$ cat src/core/ppgt_pkg.sv
// Constants, register map and types of the optical pulse timing block
package ppgt_pkg;

  // ***********************************************
  // Widths and sizes
  // ***********************************************
  localparam int DIV_W = 14;
  localparam int ADC_W = 16;
  localparam int SMP_W = 24;
  localparam int NBUF = 4;
  localparam int NOPT = 2;
  localparam int NSLOT = 4;
  localparam int FIFO_DEPTH = 16;
  localparam int THR_W = 5;
  localparam int CUR_W = 3;
  localparam int FINE_W = 8;
  localparam int AMB_W = 3;
  localparam int TIA_W = 4;
  localparam int GAIN_W = 3;
  localparam int EVT_W = 3 * NBUF;
  localparam int ADDR_W = 8;

  // ***********************************************
  // Register pages and offsets
  // ***********************************************
  localparam logic PAGE_MAIN = 1'b0;
  localparam logic PAGE_TIMING = 1'b1;
  localparam logic [ADDR_W-1:0] OFF_IRQ_EN = 8'h4c;
  localparam logic [ADDR_W-1:0] OFF_IRQ_STAT = 8'h54;
  localparam logic [ADDR_W-1:0] OFF_TC10 = 8'h50;
  localparam logic [ADDR_W-1:0] OFF_TC11 = 8'h54;
  localparam logic [ADDR_W-1:0] OFF_TC12 = 8'h58;
  localparam logic [ADDR_W-1:0] OFF_TC13 = 8'h5c;
  localparam logic [ADDR_W-1:0] OFF_TC14 = 8'h60;
  localparam logic [ADDR_W-1:0] OFF_TC15 = 8'h64;
  localparam logic [ADDR_W-1:0] OFF_TC16 = 8'h68;
  localparam logic [ADDR_W-1:0] OFF_TC17 = 8'h6c;
  localparam logic [ADDR_W-1:0] OFF_TC18 = 8'h70;

  // ***********************************************
  // Field positions
  // ***********************************************
  localparam int F_EN = 0;
  localparam int F_PD = 1;
  localparam int F_HB = 2;
  localparam int F_DIV = 16;
  localparam int F_CUR_A = 0;
  localparam int F_CUR_B = 4;
  localparam int F_FINE_A = 8;
  localparam int F_FINE_B = 16;
  localparam int F_AMB_E = 0;
  localparam int F_AMB_A = 4;
  localparam int F_TIA = 0;
  localparam int F_GAIN = 8;
  localparam int F_THR_A = 0;
  localparam int F_THR_B = 8;

  // ***********************************************
  // Timing and values
  // ***********************************************
  localparam int REF_HZ = 1000000;
  localparam int MIN_RX_US = 50;
  localparam int MIN_RX_TICKS = (MIN_RX_US * REF_HZ + 999999) / 1000000;
  localparam logic [31:0] RST_TC10 = 32'h3d08_0000;
  localparam logic [31:0] RST_TC11 = 32'h0000_00eb;
  localparam logic [31:0] RST_TC12 = 32'(MIN_RX_TICKS);
  localparam logic [AMB_W-1:0] AMB_MAX = 3'h6;
  localparam logic [GAIN_W-1:0] GAIN_MAX = 3'h5;
  localparam logic [SMP_W-1:0] POS_FS = 24'h03ffff;
  localparam logic [SMP_W-1:0] NEG_FS = 24'h400000;
  localparam int SIGN_BIT = 22;
  localparam int ADC_SHIFT = 2;

  typedef enum logic [2:0] {
    SLOT_IDLE,
    SLOT_E1,
    SLOT_A1,
    SLOT_E2,
    SLOT_A2
  } ppgt_slot_t;

endpackage

$ cat src/core/ppgt_timing.sv
// Pulse timing, sample formatting, buffers and event flags of the channel
`timescale 1ns/1ns

// Sample buffer with valid/ready on both sides
module ppgt_fifo #(
  parameter int WIDTH = 24,
  parameter int DEPTH = 16
) (
  // Clock and reset
  input wire logic clk_i,
  input wire logic rst_b_i,
  // Fill side
  input wire logic in_valid_i,
  output logic in_ready_o,
  input wire logic [WIDTH-1:0] in_data_i,
  // Drain side
  output logic out_valid_o,
  input wire logic out_ready_i,
  output logic [WIDTH-1:0] out_data_o,
  // Fill level
  output logic [$clog2(DEPTH):0] level_o
);
  localparam int AW = $clog2(DEPTH);

  typedef struct packed {
    logic [DEPTH-1:0][WIDTH-1:0] mem;
    logic [AW-1:0] wp;
    logic [AW-1:0] rp;
    logic [AW:0] cnt;
  } ppgt_fifo_st_t;

  ppgt_fifo_st_t s_q;
  ppgt_fifo_st_t s_d;
  logic push;
  logic pop;

  assign in_ready_o = (s_q.cnt != (AW+1)'(DEPTH));
  assign out_valid_o = (s_q.cnt != '0);
  assign out_data_o = s_q.mem[s_q.rp];
  assign level_o = s_q.cnt;
  assign push = in_valid_i & in_ready_o;
  assign pop = out_valid_o & out_ready_i;

  always_comb
  begin
    s_d = s_q;
    if (push)
    begin
      s_d.mem[s_q.wp] = in_data_i;
      s_d.wp = s_q.wp + AW'(1);
    end
    if (pop)
    begin
      s_d.rp = s_q.rp + AW'(1);
    end
    if (push && !pop)
    begin
      s_d.cnt = s_q.cnt + (AW+1)'(1);
    end
    else if (pop && !push)
    begin
      s_d.cnt = s_q.cnt - (AW+1)'(1);
    end
  end

  always_ff @(posedge clk_i or negedge rst_b_i)
  begin
    if (!rst_b_i)
    begin
      s_q <= '0;
    end
    else
    begin
      s_q <= s_d;
    end
  end
endmodule

// Overview of operation
// - Per-event interrupt enable register
// - Status register records interrupt cause
// - Threshold event per each of four buffers
// - Three-bit LED full-scale current code
// - Push-pull or H-bridge drive selectable
// - Ambient cancel settings, emitter and ambient, seven steps
// - Transimpedance low-pass tuning setting held
// - Six receive gain choices via field
// - Each phase converted by 16-bit converter
// - Optical sample is 23-bit two's complement in a 24-bit word
// - Sign at bit 22, fixed full-scale codes
// - Saturate at full scale, never wrap
// - Power down front end while LEDs off and no hold window open
// - Rate from divider on 1 MHz reference
// - LED on-time sets duty within period
// - Four slots: emitter, ambient, emitter, ambient
// - Emitter slot sampled only while LED lit
// - Ambient slots sampled between LED pulses
// - Enable at 0x4C, status at 0x54
module ppgt_timing (
  // Clock and reset
  input wire logic clk_i,
  input wire logic rst_b_i,
  // 1 MHz timing reference, asynchronous
  input wire logic ref_clk_i,
  // Register port behind the serial interface
  input wire logic reg_page_i,
  input wire logic [ppgt_pkg::ADDR_W-1:0] reg_addr_i,
  input wire logic reg_wr_i,
  input wire logic reg_rd_i,
  input wire logic [31:0] reg_wdata_i,
  output logic [31:0] reg_rdata_o,
  // Interrupt request
  output logic irq_o,
  // Emitter and front end control
  output logic [1:0] led_on_o,
  output logic hbridge_o,
  output logic afe_pd_o,
  output logic [ppgt_pkg::NSLOT-1:0] sample_hold_o,
  output logic [ppgt_pkg::CUR_W-1:0] led_cur_a_o,
  output logic [ppgt_pkg::CUR_W-1:0] led_cur_b_o,
  output logic [ppgt_pkg::FINE_W-1:0] led_fine_a_o,
  output logic [ppgt_pkg::FINE_W-1:0] led_fine_b_o,
  output logic [ppgt_pkg::AMB_W-1:0] amb_cancel_emit_o,
  output logic [ppgt_pkg::AMB_W-1:0] amb_cancel_idle_o,
  output logic [ppgt_pkg::TIA_W-1:0] transimpedance_lowpass_setting_o,
  output logic [ppgt_pkg::GAIN_W-1:0] receive_gain_setting_o,
  // Converter
  output logic conv_start_o,
  output logic [1:0] conv_slot_o,
  input wire logic adc_valid_i,
  output logic adc_ready_o,
  input wire logic [ppgt_pkg::ADC_W-1:0] adc_data_i,
  input wire logic adc_ovr_i,
  // Optical sample streams, index 0 first emitter, 1 second
  output logic [ppgt_pkg::NOPT-1:0] smp_valid_o,
  input wire logic [ppgt_pkg::NOPT-1:0] smp_ready_i,
  output logic [ppgt_pkg::NOPT-1:0][ppgt_pkg::SMP_W-1:0] smp_data_o,
  // Cardiac and beat interval buffer levels, index 0 cardiac
  input wire logic [1:0] ext_thr_i,
  input wire logic [1:0] ext_full_i,
  input wire logic [1:0] ext_empty_i
);

  // ***********************************************
  // State
  // ***********************************************
  typedef struct packed {
    logic ref_s1;
    logic ref_s2;
    logic ref_s3;
    logic [ppgt_pkg::EVT_W-1:0] irq_en;
    logic [ppgt_pkg::EVT_W-1:0] irq_stat;
    logic [31:0] tc10;
    logic [31:0] tc11;
    logic [31:0] tc12;
    logic [31:0] tc13;
    logic [31:0] tc14;
    logic [31:0] tc15;
    logic [31:0] tc16;
    logic [1:0][ppgt_pkg::SMP_W-1:0] amb;
    ppgt_pkg::ppgt_slot_t slot;
    logic [ppgt_pkg::DIV_W-1:0] cnt;
    logic [ppgt_pkg::DIV_W-1:0] stick;
    logic [ppgt_pkg::NSLOT-1:0] hold;
    logic [1:0] led;
    logic pd;
    logic conv;
    logic [1:0] conv_slot;
    logic [31:0] rdata;
  } ppgt_state_t;

  ppgt_state_t s_q;
  ppgt_state_t s_d;

  logic [ppgt_pkg::NOPT-1:0] f_in_valid;
  logic [ppgt_pkg::NOPT-1:0] f_in_ready;
  logic [ppgt_pkg::NOPT-1:0][4:0] f_level;
  logic [ppgt_pkg::NBUF-1:0] b_thr;
  logic [ppgt_pkg::NBUF-1:0] b_full;
  logic [ppgt_pkg::NBUF-1:0] b_empty;
  logic [ppgt_pkg::EVT_W-1:0] evt;
  logic [ppgt_pkg::NOPT-1:0][ppgt_pkg::THR_W-1:0] thr;
  logic [ppgt_pkg::SMP_W-1:0] word;
  logic [22:0] ext;
  logic res_emit;
  logic res_ch;

  // ***********************************************
  // Sample formatting
  // ***********************************************
  always_comb
  begin
    ext = 23'(signed'(adc_data_i)) <<< ppgt_pkg::ADC_SHIFT;
    if (adc_ovr_i)
    begin
      // Overrange clips to full scale in the input's direction
      word = adc_data_i[ppgt_pkg::ADC_W-1] ? ppgt_pkg::NEG_FS
                                            : ppgt_pkg::POS_FS;
    end
    else
    begin
      word = {1'b0, ext};
    end
  end

  // Converter returns results in the order conversions were started
  assign res_emit = (s_q.conv_slot == 2'h0) || (s_q.conv_slot == 2'h2);
  assign res_ch = s_q.conv_slot[1];
  assign thr[0] = s_q.tc16[ppgt_pkg::F_THR_A +: ppgt_pkg::THR_W];
  assign thr[1] = s_q.tc16[ppgt_pkg::F_THR_B +: ppgt_pkg::THR_W];
  // A full buffer stalls the converter rather than dropping samples
  assign adc_ready_o = res_emit ? f_in_ready[res_ch] : 1'b1;

  // ***********************************************
  // Optical buffers
  // ***********************************************
  genvar gi;
  generate
    for (gi = 0; gi < ppgt_pkg::NOPT; gi++)
    begin : g_opt
      assign f_in_valid[gi] = adc_valid_i && res_emit && (res_ch == gi);
      ppgt_fifo #(
        .WIDTH(ppgt_pkg::SMP_W),
        .DEPTH(ppgt_pkg::FIFO_DEPTH)
      ) u_fifo (
        .clk_i(clk_i),
        .rst_b_i(rst_b_i),
        .in_valid_i(f_in_valid[gi]),
        .in_ready_o(f_in_ready[gi]),
        .in_data_i(word),
        .out_valid_o(smp_valid_o[gi]),
        .out_ready_i(smp_ready_i[gi]),
        .out_data_o(smp_data_o[gi]),
        .level_o(f_level[gi])
      );
      assign b_thr[gi+1] = (thr[gi] != '0) && (f_level[gi] >= thr[gi]);
      assign b_full[gi+1] = !f_in_ready[gi];
      assign b_empty[gi+1] = (f_level[gi] == '0);
    end
    for (gi = 0; gi < ppgt_pkg::NBUF; gi++)
    begin : g_evt
      // Three flags per buffer: threshold, full, empty
      assign evt[3*gi] = b_thr[gi];
      assign evt[3*gi+1] = b_full[gi];
      assign evt[3*gi+2] = b_empty[gi];
    end
  endgenerate

  assign b_thr[0] = ext_thr_i[0];
  assign b_thr[3] = ext_thr_i[1];
  assign b_full[0] = ext_full_i[0];
  assign b_full[3] = ext_full_i[1];
  assign b_empty[0] = ext_empty_i[0];
  assign b_empty[3] = ext_empty_i[1];

  // ***********************************************
  // Next state
  // ***********************************************
  logic tick;
  logic en;
  logic lit1;
  logic lit2;
  logic [ppgt_pkg::DIV_W-1:0] div;
  logic [ppgt_pkg::DIV_W-1:0] on_t;
  logic [ppgt_pkg::DIV_W-1:0] win;
  logic [ppgt_pkg::DIV_W-1:0] q1;
  logic [ppgt_pkg::DIV_W-1:0] q2;
  logic [ppgt_pkg::DIV_W-1:0] q3;
  logic [ppgt_pkg::NSLOT-1:0] h;
  logic [ppgt_pkg::NSLOT-1:0] fall;
  logic [ppgt_pkg::EVT_W-1:0] clr;
  logic mw;
  logic tw;

  always_comb
  begin
    s_d = s_q;
    s_d.ref_s1 = ref_clk_i;
    s_d.ref_s2 = s_q.ref_s1;
    s_d.ref_s3 = s_q.ref_s2;
    tick = s_q.ref_s2 & ~s_q.ref_s3;
    en = s_q.tc10[ppgt_pkg::F_EN];
    div = s_q.tc10[ppgt_pkg::F_DIV +: ppgt_pkg::DIV_W];
    on_t = s_q.tc11[ppgt_pkg::DIV_W-1:0];
    win = s_q.tc12[ppgt_pkg::DIV_W-1:0];
    q1 = div >> 2;
    q2 = div >> 1;
    q3 = ppgt_pkg::DIV_W'(q1 + q2);

    // Period and slot sequencer, one step per rising reference edge
    if (!en)
    begin
      s_d.slot = ppgt_pkg::SLOT_IDLE;
      s_d.cnt = '0;
      s_d.stick = '0;
    end
    else if (tick)
    begin
      s_d.cnt = s_q.cnt + ppgt_pkg::DIV_W'(1);
      s_d.stick = s_q.stick + ppgt_pkg::DIV_W'(1);
      if (s_q.slot == ppgt_pkg::SLOT_IDLE || s_q.cnt >= div)
      begin
        // Period is divider plus one reference ticks
        s_d.cnt = '0;
        s_d.stick = '0;
        s_d.slot = ppgt_pkg::SLOT_E1;
      end
      else
      begin
        case (s_q.slot)
          ppgt_pkg::SLOT_E1:
          begin
            if (s_d.cnt == q1)
            begin
              s_d.slot = ppgt_pkg::SLOT_A1;
              s_d.stick = '0;
            end
          end
          ppgt_pkg::SLOT_A1:
          begin
            if (s_d.cnt == q2)
            begin
              s_d.slot = ppgt_pkg::SLOT_E2;
              s_d.stick = '0;
            end
          end
          ppgt_pkg::SLOT_E2:
          begin
            if (s_d.cnt == q3)
            begin
              s_d.slot = ppgt_pkg::SLOT_A2;
              s_d.stick = '0;
            end
          end
          default:
          begin
            s_d.slot = s_q.slot;
          end
        endcase
      end
    end

    // LED lit for the programmed on-time at the start of its slot
    lit1 = (s_d.slot == ppgt_pkg::SLOT_E1) && (s_d.stick < on_t);
    lit2 = (s_d.slot == ppgt_pkg::SLOT_E2) && (s_d.stick < on_t);
    s_d.led = {lit2, lit1};
    h[0] = lit1 && (s_d.stick < win);
    h[1] = (s_d.slot == ppgt_pkg::SLOT_A1) && (s_d.stick < win);
    h[2] = lit2 && (s_d.stick < win);
    h[3] = (s_d.slot == ppgt_pkg::SLOT_A2) && (s_d.stick < win);
    s_d.hold = h;
    // Ambient windows keep the front end awake even with LEDs dark
    s_d.pd = !en || (s_q.tc10[ppgt_pkg::F_PD] && !lit1 && !lit2
                     && (h == '0));

    // End of a hold window starts one conversion for that slot
    fall = s_q.hold & ~h;
    s_d.conv = (fall != '0);
    for (int i = 0; i < ppgt_pkg::NSLOT; i++)
    begin
      if (fall[i])
      begin
        s_d.conv_slot = 2'(i);
      end
    end

    // Ambient results kept for software
    if (adc_valid_i && !res_emit)
    begin
      s_d.amb[res_ch] = word;
    end

    // Register writes
    mw = reg_wr_i && (reg_page_i == ppgt_pkg::PAGE_MAIN);
    tw = reg_wr_i && (reg_page_i == ppgt_pkg::PAGE_TIMING);
    clr = '0;
    if (mw && reg_addr_i == ppgt_pkg::OFF_IRQ_EN)
    begin
      s_d.irq_en = reg_wdata_i[ppgt_pkg::EVT_W-1:0];
    end
    if (mw && reg_addr_i == ppgt_pkg::OFF_IRQ_STAT)
    begin
      clr = reg_wdata_i[ppgt_pkg::EVT_W-1:0];
    end
    if (tw)
    begin
      case (reg_addr_i)
        ppgt_pkg::OFF_TC10: s_d.tc10 = reg_wdata_i;
        ppgt_pkg::OFF_TC11: s_d.tc11 = reg_wdata_i;
        ppgt_pkg::OFF_TC12: s_d.tc12 = reg_wdata_i;
        ppgt_pkg::OFF_TC13: s_d.tc13 = reg_wdata_i;
        ppgt_pkg::OFF_TC14: s_d.tc14 = reg_wdata_i;
        ppgt_pkg::OFF_TC15: s_d.tc15 = reg_wdata_i;
        ppgt_pkg::OFF_TC16: s_d.tc16 = reg_wdata_i;
        default: s_d.tc10 = s_q.tc10;
      endcase
    end
    // Write-one clears, a new event in the same cycle wins
    s_d.irq_stat = (s_q.irq_stat & ~clr) | evt;

    // Register reads, unmapped addresses read zero
    s_d.rdata = '0;
    if (reg_rd_i && reg_page_i == ppgt_pkg::PAGE_MAIN)
    begin
      case (reg_addr_i)
        ppgt_pkg::OFF_IRQ_EN: s_d.rdata = 32'(s_q.irq_en);
        ppgt_pkg::OFF_IRQ_STAT: s_d.rdata = 32'(s_q.irq_stat);
        default: s_d.rdata = '0;
      endcase
    end
    else if (reg_rd_i)
    begin
      case (reg_addr_i)
        ppgt_pkg::OFF_TC10: s_d.rdata = s_q.tc10;
        ppgt_pkg::OFF_TC11: s_d.rdata = s_q.tc11;
        ppgt_pkg::OFF_TC12: s_d.rdata = s_q.tc12;
        ppgt_pkg::OFF_TC13: s_d.rdata = s_q.tc13;
        ppgt_pkg::OFF_TC14: s_d.rdata = s_q.tc14;
        ppgt_pkg::OFF_TC15: s_d.rdata = s_q.tc15;
        ppgt_pkg::OFF_TC16: s_d.rdata = s_q.tc16;
        ppgt_pkg::OFF_TC17: s_d.rdata = 32'(s_q.amb[0]);
        ppgt_pkg::OFF_TC18: s_d.rdata = 32'(s_q.amb[1]);
        default: s_d.rdata = '0;
      endcase
    end
  end

  always_ff @(posedge clk_i or negedge rst_b_i)
  begin
    if (!rst_b_i)
    begin
      s_q <= '0;
      s_q.slot <= ppgt_pkg::SLOT_IDLE;
      s_q.tc10 <= ppgt_pkg::RST_TC10;
      s_q.tc11 <= ppgt_pkg::RST_TC11;
      s_q.tc12 <= ppgt_pkg::RST_TC12;
      s_q.pd <= 1'b1;
    end
    else
    begin
      s_q <= s_d;
    end
  end

  // ***********************************************
  // Outputs
  // ***********************************************
  logic [ppgt_pkg::AMB_W-1:0] amb_e;
  logic [ppgt_pkg::AMB_W-1:0] amb_a;
  logic [ppgt_pkg::GAIN_W-1:0] gain;

  assign amb_e = s_q.tc14[ppgt_pkg::F_AMB_E +: ppgt_pkg::AMB_W];
  assign amb_a = s_q.tc14[ppgt_pkg::F_AMB_A +: ppgt_pkg::AMB_W];
  assign gain = s_q.tc15[ppgt_pkg::F_GAIN +: ppgt_pkg::GAIN_W];
  // Codes beyond the last step hold at the top step
  assign amb_cancel_emit_o = (amb_e > ppgt_pkg::AMB_MAX) ? ppgt_pkg::AMB_MAX
                                                         : amb_e;
  assign amb_cancel_idle_o = (amb_a > ppgt_pkg::AMB_MAX) ? ppgt_pkg::AMB_MAX
                                                         : amb_a;
  assign receive_gain_setting_o = (gain > ppgt_pkg::GAIN_MAX)
                                  ? ppgt_pkg::GAIN_MAX : gain;
  assign transimpedance_lowpass_setting_o =
    s_q.tc15[ppgt_pkg::F_TIA +: ppgt_pkg::TIA_W];
  assign led_cur_a_o =
    s_q.tc13[ppgt_pkg::F_CUR_A +: ppgt_pkg::CUR_W];
  assign led_cur_b_o =
    s_q.tc13[ppgt_pkg::F_CUR_B +: ppgt_pkg::CUR_W];
  assign led_fine_a_o = s_q.tc13[ppgt_pkg::F_FINE_A +: ppgt_pkg::FINE_W];
  assign led_fine_b_o = s_q.tc13[ppgt_pkg::F_FINE_B +: ppgt_pkg::FINE_W];
  assign hbridge_o = s_q.tc10[ppgt_pkg::F_HB];
  assign led_on_o = s_q.led;
  assign afe_pd_o = s_q.pd;
  assign sample_hold_o = s_q.hold;
  assign conv_start_o = s_q.conv;
  assign conv_slot_o = s_q.conv_slot;
  assign reg_rdata_o = s_q.rdata;
  assign irq_o = |(s_q.irq_stat & s_q.irq_en);
endmodule

$ cat config.mk
export PLATFORM = sky130hd
export DESIGN_NAME = ppgt_timing
export DESIGN_NICKNAME = d
export VERILOG_FILES = /design/src/core/ppgt_pkg.sv /design/src/core/ppgt_timing.sv
export SDC_FILE = /design/constraint.sdc
export NUM_CORES = 2
export LEC_CHECK = 0
export BUFFER_PORTS_ARGS = -buffer_cell sky130_fd_sc_hd__buf_2
export CORE_UTILIZATION = 55
export DETAILED_ROUTE_END_ITERATION = 8
export PLACE_DENSITY = 0.72
export SLEW_MARGIN = 20
export SYNTH_ARGS = -nofsm -noshare
export SYNTH_HDL_FRONTEND = slang
export SYNTH_SLANG_ARGS = --single-unit
export TNS_END_PERCENT = 1
$ cat constraint.sdc
create_clock -name clk_i -period 11.9 [get_ports clk_i]
set_input_delay 0.595 -clock clk_i [delete_from_list [all_inputs] [get_ports clk_i]]
set_output_delay 0.595 -clock clk_i [all_outputs]
set_load 0.05 [all_outputs]
==> metrics.yaml <==
cts-resized-gates: 0
critical_path_buf_inv_count: 0
yosysMostFrequentCell: "dfrtp_1"
clkLatencyLatePin_ps: 680
synth.cell_area_um2: 46000
start_util_pct: 55.9
hold_viol_final: 0
fin_skew_ps: 39.4
syn2layout_area_growth_pct: 11.0
worstMarginPinSlew_ps: 1160
cp-start-kind: "flop"
path_clk_slew_ps: 60
core_um2: 82400
vias: 31561
viasPerCell: 6.12
reg2reg_depth: 23
fillers: 6382
drv_cap: 0
fin_crit_sh_pct: 66.5
hold_path.class: "in -> async"
ioPinCount: 202
grt_pass1_vias: 31898
rsz0062_at_grt: "no"
drc: 0
ant_nets: 0
hpwl_um: 74100
hold_buffers: 0
multi_input_area_um2: 19200
worstPathRequired_ps: 12430
power_density_nw_per_um2: 192
drive_above_1_share_pct: 25.0
path_cells: "ha_1 -> nand4_1 -> nor2_1 -> xnor3_1 -> xor2_1 -> nor4_1 -> and4b_1 -> nand4_1 -> nand2_1 -> nor2_1 -> o21ai_0 -> o21ai_0 -> ha_1 -> a21o_1 -> a21o_1 -> a21oi_1 -> a211o_1 -> a21oi_1 -> or4b_2 -> or4_4 -> o41ai_2 -> a21bo_1 -> or3b_1"
r2r_start: "s_q[56]"
routed_wl_um: 120000
slew_violations: 0
synth_cells: 3997
fmax_mhz: 126
post_cts_buffers: 0
wl_per_cell_um: 23.4
clk_path_buf_depth: 3
synth_area_leader_cell: "dfrtp_1"
grt_first_pass_wirelength_um: 190000
cts-buffers-inserted: 103
status: "finished, final reports clean"
gp_congestion: 0.943
synth_area_per_cell_um2: 11.5
endpoint_kind: "flop"
ys_types: 81
grt_max_degree: 179
grt.overflow.total: 0
drt_first_pass_iters: 6
port_buffers: 199
h-tree-depth: 3
cts-root-buf: "clkbuf_16"
fin_nets: 4153
ir_worst_vdd_uv: 206
setup_violations: 0
grtUsageTotal_pct: 29.0
path_class: "reg -> reg"
min_period_ps: 7910
slowest_stage: "nand2_1"
slowest_delay_ps: 650
cts_sinks: 996
ys.flop_type: "dfrtp_1"
yosysWarnings: 0
ys_seq_area_share_pct: 54.2
p_leak_nw: 23.6
synth_top_area_share_pct: 53.3
postSynth.asyncResetShare_pct: 100
regToRegSetupSlack_ps: 3990
tns_ps: 0
worstPathArrival_ps: 8440
ys_top_cells_by_count: "dfrtp_1 (980), nand2_1 (710), o21ai_0 (638), mux2_2 (300), clkbuf_1 (257)"
slew_headroom_pct: 22.2
grt_antenna_before_repair: 1
synth_edf_count: 0
dieWidth_um: 291
fp-row-count: 105
total_power_mw: 9.81
first_iter_violations: 2802
fp.dieArea_um2: 84800
die_h_um: 291
ys_seq_elements: 996
cts_tree: "done"
worst_r2r_endpoint: "conv_start_o"
seqCellArea_um2: 25000
cp_max_fo: 13
crit_family: "simple AND/OR/NAND/NOR gates"
ys_top_cells_by_area: "dfrtp_1 (53%), mux4_2 (9.3%), mux2_2 (7.3%)"
## cells in the final DEF, fill, tap and decap left out, types with 16 or more instances in the layout
master,Yosys,final
xnor2_1,54,54
a31oi_1,20,20
nand2_1,710,689
dfrtp_1,980,976
inv_1,79,78
o21ai_0,638,638
a21o_1,20,20
buf_4,80,64
a222oi_1,32,32
nand4_1,18,18
clkbuf_8,0,23
mux2_2,300,300
clkbuf_16,0,105
clkinv_2,0,18
nand2_2,1,21
clkbuf_1,257,23
dfstp_2,16,16
nand3_1,41,41
ha_1,85,84
a221oi_1,22,22
xor2_1,22,22
a22oi_1,70,70
nand2b_1,18,18
buf_2,6,198
nor2_1,64,56
mux4_2,190,190
a21oi_1,56,41
## registers in the layout (all words and copies together) (netlist names), 2 cells and up
register                          count
amb_a                                 3
amb_e                                 3
conv_slot_o                           2
div                                  14
g_opt.u_fifo.level_o                 10
g_opt.u_fifo.s_q                    624
gain                                  3
led_cur_a_o                           3
led_cur_b_o                           3
led_fine_a_o                          8
led_fine_b_o                          8
led_on_o                              2
on_t                                 14
reg_rdata_o                          32
s_d                                   2
s_q                                 253
sample_hold_o                         4
transimpedance_lowpass_setting_o      4
## final cells by class
cell class,count,share of cell area [%]
Multi-Input combinational cell,2545,37.6
Antenna cell,1,0.00490
Sequential cell,996,48.9
Clock buffer,151,5.93
Timing Repair Buffer,267,3.05
Tap cell,1070,2.62
Clock inverter,43,1.31
Inverter,80,0.588
## worst max-delay path by stage
stage | to | cells after the start | start
after global placement | conv_start_o | 23 | s_q[56]
after detailed placement | conv_start_o | 23 | s_q[56]
final | conv_start_o | 23 | s_q[56]
after floorplan | conv_start_o | 24 | div[3]
after global routing | conv_start_o | 23 | s_q[56]
after CTS | conv_start_o | 23 | s_q[56]
## report_power, final
part	total [mW]	internal (mW)	switching (mW)	leakage [nW]
sequential	4.25	3.90	0.349	13.4
clock	3.47	2.10	1.37	1.81
combinational	2.09	0.861	1.23	8.36
## per-stage QoR
| step | std cells | hold slack (ps) | area [um^2] | utilization, % | setup WS [ps] |
|---|---|---|---|---|---|
| finish | 5153 | 0.523 | 51100 | 62.0 | 3990 |
| global route | 5152 | 19.3 | 51100 | 62.0 | 3580 |
| CTS | 5152 | 11.8 | 51100 | 62.0 | 4070 |
| detailed placement | 4958 | 348 | 47400 | 57.5 | 4190 |
| global placement | 4958 | 339 | 47400 | 57.5 | 4280 |
| floorplan | 3998 | 299 | 46000 | - | 5570 |
## cells by family (layout without fill, tap and decap cells)
| kind of cell | Yosys count | count (layout) | share of synthesized area [%] |
|---|---|---|---|
| multiplexers | 491 | 491 | 16.7 |
| AND/OR/NAND/NOR | 948 | 948 | 8.84 |
| XOR/XNOR | 82 | 82 | 1.69 |
| adder cells (fa/ha/maj) | 88 | 88 | 2.44 |
| flip-flops | 996 | 996 | 54.2 |
| AO/OA/AOI/OAI | 934 | 934 | 11.7 |
| other | 1 | 3 | 0.00815 |
| buffers and inverters | 457 | 541 | 4.41 |
## layer usage
layer | global-route usage [%] | share of wire [%]
met4 | 8.28 | 2.7
met2 | 47.4 | 49
met1 | 40.8 | 42
met3 | 4.04 | 6.3
met5 | 0 | 0
Power figures use the tool's default switching activity.
